$ cat config.mk
export PLATFORM = sky130hd
export DESIGN_NAME = prom_programmer
export DESIGN_NICKNAME = d
export VERILOG_FILES = /design/src/prom_prog_pkg.sv /design/src/prom_pin_map.sv /design/src/prom_programmer.sv
export VERILOG_INCLUDE_DIRS = /design/src
export SDC_FILE = /design/constraint.sdc
export NUM_CORES = 1
export LEC_CHECK = 0
export BUFFER_PORTS_ARGS = -buffer_cell sky130_fd_sc_hd__buf_2
export CAP_MARGIN = 20
export CORE_UTILIZATION = 52
export CTS_CLUSTER_DIAMETER = 200
export DETAILED_ROUTE_END_ITERATION = 12
export PLACE_DENSITY = 0.82
export SYNTH_ARGS = -nofsm -noshare
export SYNTH_HDL_FRONTEND = slang
export SYNTH_SLANG_ARGS = --single-unit
$ cat constraint.sdc
create_clock -name clock_i -period 7.57 [get_ports clock_i]
set_clock_uncertainty 0.1 [all_clocks]
set_input_delay 0.757 -clock clock_i [delete_from_list [all_inputs] [get_ports clock_i]]
set_output_delay 0.757 -clock clock_i [all_outputs]
set_load 0.02 [all_outputs]
$ cat src/prom_prog_params.svh
// Constants for the PROM programmer controller.
// Assumes a 125 MHz clock; pin timing counts are in clock cycles.
`ifndef PROM_PROG_PARAMS_SVH
`define PROM_PROG_PARAMS_SVH

`define ADDR_W 15
`define DATA_W 8
`define SMALL_LO 15'h6000
`define LARGE_LO 15'h4000
`define AREA_HI 15'h7fff
`define CLK_PERIOD_NS 8
// Setup before strobe and strobe width, in ns
`define SETUP_NS 100
`define PULSE_NS 1000
`define SETUP_CYC ((`SETUP_NS + `CLK_PERIOD_NS - 1) / `CLK_PERIOD_NS)
`define PULSE_CYC ((`PULSE_NS + `CLK_PERIOD_NS - 1) / `CLK_PERIOD_NS)
`define CNT_W 8

`endif

$ cat src/prom_prog_pkg.sv
// Types shared by the PROM programmer controller.
// Assumes prom_prog_params.svh is included beforehand.
`include "prom_prog_params.svh"
package prom_prog_pkg;
	typedef enum logic [1:0] {
		OP_READ,
		OP_WRITE,
		OP_VERIFY
	} op_e;

	// Pins toward the device in programming mode
	typedef struct packed {
		logic reset_n;
		logic chip_en_n;
		logic out_en_n;
		logic vpp_on;
		logic [`ADDR_W-1:0] prom_word_index;
	} pins_s;

	typedef struct packed {
		op_e op;
		logic [`ADDR_W-1:0] addr;
		logic [`DATA_W-1:0] data;
	} req_s;
endpackage : prom_prog_pkg

$ cat src/prom_pin_map.sv
// Maps the logical programming pins onto the device port pins.
// Assumes the device is held in programming mode by reset_n low.
`timescale 1ns/1ps
module prom_pin_map
	import prom_prog_pkg::*;
(
	input wire pins_s pins_i,
	output logic [1:0] port3_low_o,
	output logic port3_bit2_o,
	output logic port3_bit3_o,
	output logic [1:0] port4_low_o,
	output logic vref_o,
	output logic [6:0] port1_upper_pins_o,
	output logic [3:0] port2_low_pins_o,
	output logic reset_n_o
);
	always_comb begin
		port2_low_pins_o = pins_i.prom_word_index[3:0];
		port1_upper_pins_o = pins_i.prom_word_index[10:4];
		port3_low_o = pins_i.prom_word_index[12:11];
		port4_low_o = pins_i.prom_word_index[14:13];
		port3_bit2_o = pins_i.out_en_n;
		port3_bit3_o = pins_i.vpp_on;
		vref_o = pins_i.chip_en_n;
		reset_n_o = pins_i.reset_n;
	end
endmodule : prom_pin_map

$ cat src/prom_programmer.sv
// PROM programmer controller: reads, writes and verifies PROM bytes.
// Assumes the adapter turns port3_bit3_o into the programming voltage and that
// port1_bit0, port4 bits two/three and port5 are left unconnected.
// Function
// - Hold reset low for programming mode
// - OE high, VPP on before writing
// - Present address and data together
// - CE low strobe programs the byte
// - Verify: VPP, CE high, OE low
// - Small variant: 6000 to 7fff only
// - Large variant: 4000 to 7fff only
// - Leave port4 bits 2,3 open
// - Leave port5 pins open
// - VPP only for write, verify, disable
// - Port1 upper carry A4-A10; bit0 open
`timescale 1ns/1ps
`include "prom_prog_params.svh"
module prom_programmer
	import prom_prog_pkg::*;
(
	input wire logic clock_i,
	input wire logic rstn_i,
	input wire logic large_variant_i,
	input wire logic req_valid_i,
	input wire req_s req_i,
	output logic req_ready_o,
	output logic done_o,
	output logic range_err_o,
	output logic mismatch_o,
	output logic [`DATA_W-1:0] rd_data_o,
	input wire logic [`DATA_W-1:0] port0_pins_i,
	output logic [`DATA_W-1:0] port0_pins_o,
	output logic port0_pins_oe_o,
	output logic [1:0] port3_low_o,
	output logic port3_bit2_o,
	output logic port3_bit3_o,
	output logic [1:0] port4_low_o,
	output logic vref_o,
	output logic [6:0] port1_upper_pins_o,
	output logic [3:0] port2_low_pins_o,
	output logic reset_n_o
);
	localparam logic [`CNT_W-1:0] SETUP_C = `CNT_W'(`SETUP_CYC);
	localparam logic [`CNT_W-1:0] PULSE_C = `CNT_W'(`PULSE_CYC);

	typedef enum logic [2:0] {
		ST_IDLE,
		ST_SETUP,
		ST_STROBE,
		ST_HOLD,
		ST_DONE
	} state_e;

	function automatic logic in_area(input logic [`ADDR_W-1:0] a, input logic big);
		logic [`ADDR_W-1:0] lo;
		lo = big ? `LARGE_LO : `SMALL_LO;
		in_area = (a >= lo) && (a <= `AREA_HI);
	endfunction : in_area

	state_e state_reg, state_next;
	pins_s pins_reg, pins_next;
	req_s req_reg, req_next;
	logic [`CNT_W-1:0] cnt_reg, cnt_next;
	logic [`DATA_W-1:0] dout_reg, dout_next;
	logic drive_reg, drive_next;
	logic done_reg, done_next;
	logic err_reg, err_next;
	logic mis_reg, mis_next;
	logic [`DATA_W-1:0] rd_reg, rd_next;

	always_comb begin
		state_next = state_reg;
		pins_next = pins_reg;
		req_next = req_reg;
		cnt_next = cnt_reg;
		dout_next = dout_reg;
		drive_next = drive_reg;
		done_next = 1'b0;
		err_next = err_reg;
		mis_next = mis_reg;
		rd_next = rd_reg;
		unique case (state_reg)
			ST_IDLE: begin
				if (req_valid_i) begin
					req_next = req_i;
					err_next = 1'b0;
					mis_next = 1'b0;
					if (req_i.op == OP_WRITE && !in_area(req_i.addr, large_variant_i)) begin
						err_next = 1'b1;
						state_next = ST_DONE;
					end else begin
						pins_next.prom_word_index = req_i.addr;
						pins_next.vpp_on = (req_i.op != OP_READ);
						pins_next.out_en_n = (req_i.op == OP_WRITE);
						pins_next.chip_en_n = 1'b1;
						dout_next = req_i.data;
						drive_next = (req_i.op == OP_WRITE);
						cnt_next = SETUP_C;
						state_next = ST_SETUP;
					end
				end
			end
			ST_SETUP: begin
				cnt_next = cnt_reg - `CNT_W'(1);
				if (cnt_reg <= `CNT_W'(1)) begin
					// CE low; verify keeps CE high
					pins_next.chip_en_n = (req_reg.op == OP_VERIFY);
					if (req_reg.op == OP_VERIFY)
						pins_next.out_en_n = 1'b0;
					if (req_reg.op == OP_READ)
						pins_next.out_en_n = 1'b0;
					cnt_next = PULSE_C;
					state_next = ST_STROBE;
				end
			end
			ST_STROBE: begin
				cnt_next = cnt_reg - `CNT_W'(1);
				if (cnt_reg <= `CNT_W'(1)) begin
					if (req_reg.op != OP_WRITE) begin
						rd_next = port0_pins_i;
						mis_next = (req_reg.op == OP_VERIFY) && (port0_pins_i != req_reg.data);
					end
					pins_next.chip_en_n = 1'b1;
					pins_next.out_en_n = 1'b1;
					cnt_next = SETUP_C;
					state_next = ST_HOLD;
				end
			end
			ST_HOLD: begin
				cnt_next = cnt_reg - `CNT_W'(1);
				if (cnt_reg <= `CNT_W'(1)) begin
					drive_next = 1'b0;
					pins_next.vpp_on = 1'b0;
					state_next = ST_DONE;
				end
			end
			ST_DONE: begin
				done_next = 1'b1;
				state_next = ST_IDLE;
			end
		endcase
	end

	always_ff @(posedge clock_i or negedge rstn_i) begin
		if (!rstn_i) begin
			state_reg <= ST_IDLE;
			pins_reg <= '{reset_n: 1'b0, chip_en_n: 1'b1, out_en_n: 1'b1,
				vpp_on: 1'b0, prom_word_index: '0};
			req_reg <= '0;
			cnt_reg <= '0;
			dout_reg <= '0;
			drive_reg <= 1'b0;
			done_reg <= 1'b0;
			err_reg <= 1'b0;
			mis_reg <= 1'b0;
			rd_reg <= '0;
		end else begin
			state_reg <= state_next;
			pins_reg <= pins_next;
			req_reg <= req_next;
			cnt_reg <= cnt_next;
			dout_reg <= dout_next;
			drive_reg <= drive_next;
			done_reg <= done_next;
			err_reg <= err_next;
			mis_reg <= mis_next;
			rd_reg <= rd_next;
		end
	end

	assign req_ready_o = (state_reg == ST_IDLE);
	assign done_o = done_reg;
	assign range_err_o = err_reg;
	assign mismatch_o = mis_reg;
	assign rd_data_o = rd_reg;
	assign port0_pins_o = dout_reg;
	assign port0_pins_oe_o = drive_reg && pins_reg.out_en_n;

	prom_pin_map u_map (
		.pins_i(pins_reg),
		.port3_low_o(port3_low_o),
		.port3_bit2_o(port3_bit2_o),
		.port3_bit3_o(port3_bit3_o),
		.port4_low_o(port4_low_o),
		.vref_o(vref_o),
		.port1_upper_pins_o(port1_upper_pins_o),
		.port2_low_pins_o(port2_low_pins_o),
		.reset_n_o(reset_n_o)
	);

	// Length of the current chip enable low phase; only the pulse check reads it
	logic [`CNT_W-1:0] ce_low_cnt_reg, ce_low_cnt_next;

	// Saturates so a stuck strobe cannot wrap back to a legal width
	always_comb begin
		ce_low_cnt_next = ce_low_cnt_reg;
		if (pins_reg.chip_en_n)
			ce_low_cnt_next = '0;
		else if (ce_low_cnt_reg != '1)
			ce_low_cnt_next = ce_low_cnt_reg + `CNT_W'(1);
	end

	always_ff @(posedge clock_i or negedge rstn_i) begin
		if (!rstn_i)
			ce_low_cnt_reg <= '0;
		else
			ce_low_cnt_reg <= ce_low_cnt_next;
	end

	// Pin sequence checks, all on the controller clock
	no_contention_a: assert property (@(posedge clock_i) disable iff (!rstn_i)
		port0_pins_oe_o |-> pins_reg.out_en_n)
		else $error("data driven with output enable low");

	idle_quiet_a: assert property (@(posedge clock_i) disable iff (!rstn_i)
		state_reg == ST_IDLE |-> pins_reg.chip_en_n && pins_reg.out_en_n && !port0_pins_oe_o)
		else $error("pins active while idle");

	verify_no_drive_a: assert property (@(posedge clock_i) disable iff (!rstn_i)
		state_reg == ST_STROBE && req_reg.op != OP_WRITE |-> !port0_pins_oe_o)
		else $error("data driven while the device answers");

	write_oe_high_a: assert property (@(posedge clock_i) disable iff (!rstn_i)
		$fell(pins_reg.chip_en_n) && req_reg.op == OP_WRITE |-> pins_reg.out_en_n && pins_reg.vpp_on)
		else $error("write strobe without oe high and vpp");

	write_data_a: assert property (@(posedge clock_i) disable iff (!rstn_i)
		$fell(pins_reg.chip_en_n) && req_reg.op == OP_WRITE |->
		port0_pins_oe_o && port0_pins_o == req_reg.data && $stable(pins_reg.prom_word_index))
		else $error("write data not presented with the address");

	write_strobe_a: assert property (@(posedge clock_i) disable iff (!rstn_i)
		state_reg == ST_STROBE && req_reg.op == OP_WRITE |->
		!pins_reg.chip_en_n && pins_reg.out_en_n && pins_reg.vpp_on)
		else $error("write strobe pin levels wrong");

	stable_strobe_a: assert property (@(posedge clock_i) disable iff (!rstn_i)
		!pins_reg.chip_en_n && $past(!pins_reg.chip_en_n) |->
		$stable(pins_reg.prom_word_index) && $stable(dout_reg))
		else $error("address or data changed during strobe");

	strobe_count_a: assert property (@(posedge clock_i) disable iff (!rstn_i)
		$rose(pins_reg.chip_en_n) |-> ce_low_cnt_reg == PULSE_C)
		else $error("strobe width differs from the pulse count");

	vpp_read_off_a: assert property (@(posedge clock_i) disable iff (!rstn_i)
		state_reg != ST_IDLE && req_reg.op == OP_READ |-> !pins_reg.vpp_on)
		else $error("vpp applied during read");

	read_no_vpp_a: assert property (@(posedge clock_i) disable iff (!rstn_i)
		!pins_reg.chip_en_n && !pins_reg.out_en_n |-> !pins_reg.vpp_on)
		else $error("vpp applied with both enables low");

	vpp_idle_a: assert property (@(posedge clock_i) disable iff (!rstn_i)
		state_reg == ST_IDLE |-> !pins_reg.vpp_on)
		else $error("vpp left on while idle");

	verify_pins_a: assert property (@(posedge clock_i) disable iff (!rstn_i)
		state_reg == ST_STROBE && req_reg.op == OP_VERIFY |->
		pins_reg.chip_en_n && !pins_reg.out_en_n && pins_reg.vpp_on)
		else $error("verify pin levels wrong");

	area_check_a: assert property (@(posedge clock_i) disable iff (!rstn_i)
		state_reg == ST_STROBE && req_reg.op == OP_WRITE |->
		in_area(pins_reg.prom_word_index, large_variant_i))
		else $error("write outside programmable area");

	range_refused_a: assert property (@(posedge clock_i) disable iff (!rstn_i)
		$rose(range_err_o) |-> state_reg == ST_DONE && !pins_reg.vpp_on && !port0_pins_oe_o)
		else $error("refused write touched the pins");

	large_area_a: assert property (@(posedge clock_i) disable iff (!rstn_i)
		large_variant_i && state_reg == ST_STROBE && req_reg.op == OP_WRITE |->
		pins_reg.prom_word_index >= `LARGE_LO)
		else $error("write below the large programmable area");

	reset_held_a: assert property (@(posedge clock_i) disable iff (!rstn_i)
		!reset_n_o)
		else $error("device reset released");

	strobe_width_a: assert property (@(posedge clock_i) disable iff (!rstn_i)
		state_reg == ST_SETUP ##1 state_reg == ST_STROBE |->
		(state_reg == ST_STROBE) [*8])
		else $error("write strobe too short");
endmodule : prom_programmer

==> flow_summary.ini, run 1 <==
[setup_path]
cp.arrival_ps = 2920
cpPeakStageDelay_ps = 600
cpMaxStageDelayCell = dfrtp_1
cp_max_fo = 19
path_class = flip-flop to flip-flop
critPathRequiredTime_ps = 7690
crit_chain = nor3_1 -> and2_1 -> o21ai_2 -> buf_4 -> mux2_2
setup.worst_path.start_class = flip-flop
end_kind = flip-flop

[synth]
ys_types = 53
ys_top_cells_by_count = 57 x dfrtp_1, 41 x mux2_2, 14 x inv_1
synth_top_flop_cell = dfrtp_1
synth_fp_nets = 286
synth_area_um2 = 2850
ys_warn_count = 0
syn_area_per_cell_um2 = 11.6
yosysMostFrequentCell = dfrtp_1
syn-instance-count = 246
async_flop_share = 1.00
ys_seq_area_frac = 0.520
synth_edf_count = 0
synth.area.top_cells = dfrtp_1 50%, mux2_2 16%, xnor2_1 3.1%, dfstp_2 1.8%, inv_1 1.8%
synth_seq_cells = 59
synth.largest_area_cell = dfrtp_1
synth_top_area_share = 0.501

[route]
routed-via-count = 2199
drtAntennaViolNets = 0
viasPerCell = 5.58
drt_pass1_iterations = 4
drt_iter0_drc = 189
drcViolationCount = 0
routed_wirelength_um = 5910
routedWlPerCell_um = 15.0

[global_routing]
overflow = 0
grt_pass1_vias = 2207
track_usage = 0.223
grt_pass1_wl_um = 10100
antenna_found_initial = 0
grt_max_degree = 60

[timing]
period_needed_ps = 2790
tns_ps = 0
slew_headroom = 0.513
slew_viol_final = 0
worstMarginPinSlew_ps = 730
period_share = 0.369
rsz0062_at_grt = false
setup_viol = 0
fmaxAchievable_mhz = 358
hold_viol_final = 0

[clock_network]
cts.reportedPaths.clkPinSlew_ps = 70
cts_hold_buf = 0
cts_buffers = 9
clock_sinks = 59
cts_tree = built
h-tree-depth = 3
clkLatencyLatePin_ps = 340
ctsResizeCount = 0
cts_setup_buffers = 0
cts.path.max_buffers = 2
ctsRootBufferMaster = clkbuf_8

[power]
pwr-share-clk = 0.211
peakVddDrop_v = 0.000238
p_per_area_nw_per_um2 = 399
intPower_w = 0.000850
swShare = 0.384
power_w = 0.00138
p_seq_frac = 0.397
combPwrFrac = 0.392
leakagePower_nw = 1.64
switchingPower_w = 0.000529

[place]
portBuffers = 75
dpl.hpwl_um = 4190
place_congestion = 0.842

[job]
max_cap_viol_count = 0

[floorplanning]
die_h_um = 76.0
die_x_um = 76.0
start_util = 0.547
pin_count = 77
core-area_um2 = 5200
num_rows = 26
dieArea_um2 = 5770

[final_layout]
seq_area_um2 = 1480
multi_input_area_um2 = 1250
largest_reg_flops = 18
utilization = 0.665
finalNetCount = 359
n_antenna_cell = 0
area_delta_synth_final_pct = 21.6
fillers = 420
drive_gt1_frac = 0.444

[outcome]
status = completed

[hold_path]
hold_path.class = flip-flop to flip-flop
-- stage by stage --
step	hold slack [ps]	std cells	instance area, µm²	setup WS, ps
final	367	394	3460	4780
after detailed placement	360	378	3260	4540
after global placement	360	378	3260	4620
after global routing	406	394	3460	4570
after floorplan	361	246	2850	4690
after CTS	370	394	3460	4790
-- layout make-up --
| cell class | count | share of cell area |
|---|---|---|
| clock buffers | 10 | 0.0398 |
| clock inverters | 6 | 0.0184 |
| inverters | 14 | 0.0152 |
| multi-input cells | 158 | 0.361 |
| flip-flops and latches | 59 | 0.427 |
| well taps | 70 | 0.0253 |
| repair buffers | 77 | 0.113 |
-- power by group through the flow --
stage	clock, W	combinational, W	sequential [W]
after floorplan	0	0.000313	0.000618
final	0.000291	0.000540	0.000548
after global routing	0.000310	0.000587	0.000570
after global placement	0	0.000525	0.000549
after detailed placement	0	0.000539	0.000552
after CTS	0.000294	0.000544	0.000548
-- metal layers --
layer,up-vias,share of wire,GRT usage
li1,1022,-,-
met1,1070,0.43,0.292
met2,89,0.46,0.335
met3,18,0.074,0.0719
met4,0,0.031,0.110
met5,-,0,0
-- cell usage in the layout, fill, tap and decap left out, types with 3 or more instances in the layout --
master,n
nand4_1,3
ha_1,3
nor3_1,4
nand3_1,5
o21ai_0,6
nor2b_1,3
nor4_1,3
xnor2_1,10
buf_2,75
nand2_1,7
dfrtp_1,57
nand2b_1,3
o22ai_1,5
nor2_1,12
inv_1,14
a21oi_1,10
mux2i_1,3
o31ai_1,4
mux2_2,41
clkbuf_8,10
-- kinds of logic (layout without fill, tap and decap cells) --
group	after synthesis	after routing	share of synthesized area
fa+ha+maj	3	3	0.0132
buf+inv	29	107	0.0426
xor+xnor	10	10	0.0308
compound gates	44	44	0.106
simple gates	55	55	0.109
flops	59	59	0.520
mux	45	45	0.177
other cells	1	1	0.00132
-- worst paths after layout --
| kind | endpoint | slack (ps) | cells past startpoint | start |
|---|---|---|---|---|
| setup reg to reg | port0_pins_o[7] | 4780 | 5 | state_reg[1] |
| hold reg to reg | pins_reg[17] | 370 | 2 | pins_reg[17] |
| setup / recovery | port0_pins_o[7] | 4780 | 5 | state_reg[1] |
| hold / removal | pins_reg[17] | 370 | 2 | pins_reg[17] |
| max in group asynchronous | done_o | 6430 | 2 | rstn_i |
| min in group asynchronous | cnt_reg[2] | 450 | 2 | rstn_i |
-- worst max-delay path: cells and delay by family, from the launching register on --
kind / cells / cell delay (ps)
AO/OA/AOI/OAI: 1 / 350
buffers and inverters: 1 / 300
flip-flops: 1 / 600
multiplexers: 1 / 280
AND/OR/NAND/NOR: 2 / 1030
Note: power is estimated with default switching activity, not from simulation.
==> inputs of run 2 (changes only) <==
--- a/config.mk
+++ b/config.mk
@@ -8,10 +8,10 @@
 export LEC_CHECK = 0
 export BUFFER_PORTS_ARGS = -buffer_cell sky130_fd_sc_hd__buf_2
 export CAP_MARGIN = 20
-export CORE_UTILIZATION = 52
+export CORE_UTILIZATION = 47
 export CTS_CLUSTER_DIAMETER = 200
 export DETAILED_ROUTE_END_ITERATION = 12
-export PLACE_DENSITY = 0.82
+export PLACE_DENSITY = 0.79
 export SYNTH_ARGS = -nofsm -noshare
 export SYNTH_HDL_FRONTEND = slang
 export SYNTH_SLANG_ARGS = --single-unit
==> constraint.sdc (replaced) <==
create_clock -name clock_i -period 2.5 [get_ports clock_i]
set_clock_uncertainty 0.1 [all_clocks]
set_input_delay 0.25 -clock clock_i [delete_from_list [all_inputs] [get_ports clock_i]]
set_output_delay 0.25 -clock clock_i [all_outputs]
set_load 0.02 [all_outputs]
==> flow_summary.ini, run 2 (synthesis gave the netlist of run 1 again) <==
[timing]
tns_ps = 0
slew_viol_final = 0
rsz0062_at_grt = false
slew_headroom = 0.586
fmaxAchievable_mhz = 414
setup_viol = 0
worstMarginPinSlew_ps = 621
period_needed_ps = 2410
hold_viol_final = 0
period_share = 0.966

[setup_path]
critPathRequiredTime_ps = 2660
cp.arrival_ps = 2570
setup.worst_path.start_class = flip-flop
cp_max_fo = 8
end_kind = flip-flop
path_class = flip-flop to flip-flop

[global_routing]
grt_pass1_vias = 2188
overflow = 0
grt_max_degree = 37
track_usage = 0.216
antenna_found_initial = 0
grt_pass1_wl_um = 10400

[place]
dpl.hpwl_um = 4490
portBuffers = 75
place_congestion = 0.902

[floorplanning]
die_x_um = 79.8
core-area_um2 = 5680
die_h_um = 79.8
num_rows = 27
pin_count = 77
dieArea_um2 = 6370
start_util = 0.502

[clock_network]
clock_sinks = 59
cts_tree = built
h-tree-depth = 3
cts_buffers = 9
ctsRootBufferMaster = clkbuf_8
cts.reportedPaths.clkPinSlew_ps = 70
cts.path.max_buffers = 2
ctsResizeCount = 0
clkLatencyLatePin_ps = 330

[route]
drt_pass1_iterations = 4
routed-via-count = 2223
drt_iter0_drc = 152
drtAntennaViolNets = 0
routed_wirelength_um = 6210
drcViolationCount = 0
routedWlPerCell_um = 15.4
viasPerCell = 5.50

[final_layout]
largest_reg_flops = 18
drive_gt1_frac = 0.452
n_antenna_cell = 0
final_cell_mix = 75 x buf_2, 57 x dfrtp_1, 41 x mux2_2
finalNetCount = 367
area_delta_synth_final_pct = 25.2
final_common_cell = buf_2
utilization = 0.628

[power]
swShare = 0.373
leakagePower_nw = 1.69
combPwrFrac = 0.396
pwr-share-clk = 0.215
p_per_area_nw_per_um2 = 1200
switchingPower_w = 0.00160
intPower_w = 0.00268
peakVddDrop_v = 0.000886
p_seq_frac = 0.389

[job]
max_cap_viol_count = 0

[hold_path]
hold_path.class = input pin to flip-flop

[outcome]
status = completed
[run 2: cell count changes in the layout (fill, tap and decap cells not counted)]
cell	before	now
inv_6	1	0
clkbuf_8	10	9
clkinvlp_4	2	1
buf_4	2	7
clkbuf_1	0	2
nor3_2	0	1
buf_12	0	2
bufinv_16	1	2
nor3_1	4	3
dlygate4sd3_1	0	1
[run 2: worst paths after layout]
path / from / to / slack [ps] / cells after the start
setup / recovery: cnt_reg[5] / pins_reg[16] / 90 / 5
hold / removal: req_i[10] / pins_reg[2] / 60 / 2
setup reg to reg: cnt_reg[5] / pins_reg[16] / 90 / 5
hold reg to reg: pins_reg[17] / pins_reg[17] / 390 / 2
max in group asynchronous: rstn_i / rd_data_o[7] / 1350 / 3
min in group asynchronous: rstn_i / cnt_reg[7] / 360 / 2
[run 2: critical path, stage by stage, from the launching register on]
cell and delay, ps:
dfrtp_1 370, or4_1 550, or4_4 570, o21a_1 210, a211oi_2 210, mux2_1 340
[run 2: final cells by class]
type	count	area, µm²
clock buffers	11	131
flip-flops and latches	59	1480
multi-input cells	158	1250
repair buffers	85	478
clock inverters	5	77.6
well taps	72	90.1
inverters	14	52.6
fillers	468	2110
[run 2: power groups by stage]
stage	clock, W	sequential (W)	combinational [W]
floorplan	0	0.00187	0.000952
global placement	0	0.00166	0.00165
detailed placement	0	0.00167	0.00169
CTS	0.000939	0.00166	0.00171
global route	0.000978	0.00172	0.00185
finish	0.000921	0.00166	0.00169
[run 2: routing by layer]
metal  share of wire  vias to the layer above  GRT usage
met2            0.50                       60      0.351
met5               0                        -          0
met1            0.45                     1106      0.279
met3           0.037                       10     0.0377
li1                -                     1047          -
met4           0.019                        0      0.105
[run 2: what timing repair did]
action / 4_1_cts / 5_1_grt
hold buffers: 1 / 0
hold endpoints to repair: 21 / 0
endpoints found under the setup margin: 0 / 8
setup buffers: 0 / 1
[run 2: metrics by stage]
step | hold slack, ps | instance area, µm² | power, W | worst slack (ps) | cells
final | 60.7 | 3560 | 0.00428 | 85.9 | 404
after global routing | 60.7 | 3560 | 0.00455 | 21.5 | 404
after CTS | 46.9 | 3540 | 0.00431 | 16.1 | 403
after detailed placement | 191 | 3320 | 0.00337 | 49.8 | 386
after global placement | 186 | 3320 | 0.00332 | 83.7 | 386
after floorplan | -146 | 2850 | 0.00282 | -10.4 | 246
==> inputs of run 3 (changes only) <==
--- a/config.mk
+++ b/config.mk
@@ -11,6 +11,7 @@
 export CORE_UTILIZATION = 47
 export CTS_CLUSTER_DIAMETER = 200
 export DETAILED_ROUTE_END_ITERATION = 12
+export MAX_ROUTING_LAYER = met4
 export PLACE_DENSITY = 0.79
 export SYNTH_ARGS = -nofsm -noshare
 export SYNTH_HDL_FRONTEND = slang
==> flow_summary.ini, run 3 (synthesis gave the netlist of run 1 again) <==
[timing]
period_needed_ps = 2410
slew_headroom = 0.580
rsz0062_at_grt = false
worstMarginPinSlew_ps = 630
setup_viol = 0
slew_viol_final = 0
period_share = 0.966
hold_viol_final = 0
fmaxAchievable_mhz = 414

[final_layout]
utilization = 0.628
design_area_um2 = 3560
multi_input_area_um2 = 1250
seq_area_um2 = 1480
drive_gt1_frac = 0.452
final_cells = 404
fillers = 468
area_delta_synth_final_pct = 25.2
finalNetCount = 367
n_antenna_cell = 0
final_cell_mix = 75 x buf_2, 57 x dfrtp_1, 41 x mux2_2
final_common_cell = buf_2
largest_reg_flops = 18

[route]
routedWlPerCell_um = 15.3
routed-via-count = 2213
drtAntennaViolNets = 0
drcViolationCount = 0
routed_wirelength_um = 6190
drt_iter0_drc = 125
viasPerCell = 5.48
drt_pass1_iterations = 4

[power]
p_per_area_nw_per_um2 = 1200
peakVddDrop_v = 0.000885
leakagePower_nw = 1.69
power_w = 0.00428

[setup_path]
end_kind = flip-flop
critPathRequiredTime_ps = 2660
cpPeakStageDelay_ps = 570
cpMaxStageDelayCell = or4_4
cp.arrival_ps = 2580
cp_max_fo = 8
setup.worst_path.start_class = flip-flop
path_class = flip-flop to flip-flop
crit_chain = or4_1 -> or4_4 -> o21a_1 -> a211oi_2 -> mux2_1

[job]
max_cap_viol_count = 0

[place]
placed_cell_area_um2 = 3320
dpl.hpwl_um = 4490
place_congestion = 0.918
portBuffers = 75
placedCellCount = 386

[global_routing]
track_usage = 0.222
grt_pass1_vias = 2186
grt_pass1_wl_um = 10400
antenna_found_initial = 0
overflow = 0
grt_max_degree = 37

[floorplanning]
die_h_um = 79.8
die_x_um = 79.8
pin_count = 77
core-area_um2 = 5680
dieArea_um2 = 6370
start_util = 0.502
num_rows = 27

[clock_network]
cts_buffers = 9
cts.path.max_buffers = 2
clock_sinks = 59
clkLatencyLatePin_ps = 330
ctsRootBufferMaster = clkbuf_8
cts.reportedPaths.clkPinSlew_ps = 70
cts_tree = built
ctsResizeCount = 0
h-tree-depth = 3

[outcome]
status = completed

[hold_path]
hold_path.class = input pin to flip-flop
[run 3: cell counts in the layout (fill, tap and decap cells not counted)]
No cell type changed its count.
[run 3: timing repair]
item / CTS / global route
setup endpoints to repair: 0 / 8
buffers inserted: 0 / 1
hold buffers: 1 / 0
hold endpoints to repair: 21 / 0
[run 3: final cells by class]
| type | instances | share of cell area |
|---|---|---|
| multi-input combinational | 158 | 0.352 |
| clock inverter | 5 | 0.0218 |
| inverter | 14 | 0.0147 |
| timing repair buffer | 85 | 0.134 |
| clock buffer | 11 | 0.0369 |
| tap | 72 | 0.0253 |
| sequential | 59 | 0.415 |
[run 3: through the flow]
step	setup slack [ps]	TNS, ps	hold slack [ps]
4_1_cts	16.1	0	46.9
6_report	85.1	0	59.0
5_1_grt	21.5	0	60.7
3_3_place_gp	83.7	0	186
2_1_floorplan	-10.4	-10.4	-146
3_5_place_dp	49.8	0	191
[run 3: report_power, final]
| group | switching [W] | internal, W |
|---|---|---|
| Combinational | 0.000926 | 0.000770 |
| Sequential | 0.000307 | 0.00136 |
| Clock | 0.000363 | 0.000558 |
[run 3: critical path: cells and delay by family (launching register included)]
kind / cells / cell delay, ps
AND/OR/NAND/NOR: 2 / 1120
AO/OA/AOI/OAI: 2 / 420
flip-flops: 1 / 370
multiplexers: 1 / 340
[run 3: final timing paths]
path                              start            to  slack (ps)  depth (start not counted)
max                          cnt_reg[5]  pins_reg[16]          90                          5
min                           req_i[10]   pins_reg[2]          60                          2
max reg2reg                  cnt_reg[5]  pins_reg[16]          90                          5
min reg2reg                pins_reg[17]  pins_reg[17]         390                          2
max in group asynchronous        rstn_i  rd_data_o[7]        1350                          3
min in group asynchronous        rstn_i    cnt_reg[7]         360                          2
[run 3: routing by layer]
metal | vias to the layer above | global-route usage | routed length (µm)
met3 | 10 | 0.0343 | 292
li1 | 1047 | - | -
met4 | 0 | 0.105 | 91
met1 | 1080 | 0.282 | 2690
met2 | 76 | 0.350 | 3110
met5 | - | - | 0
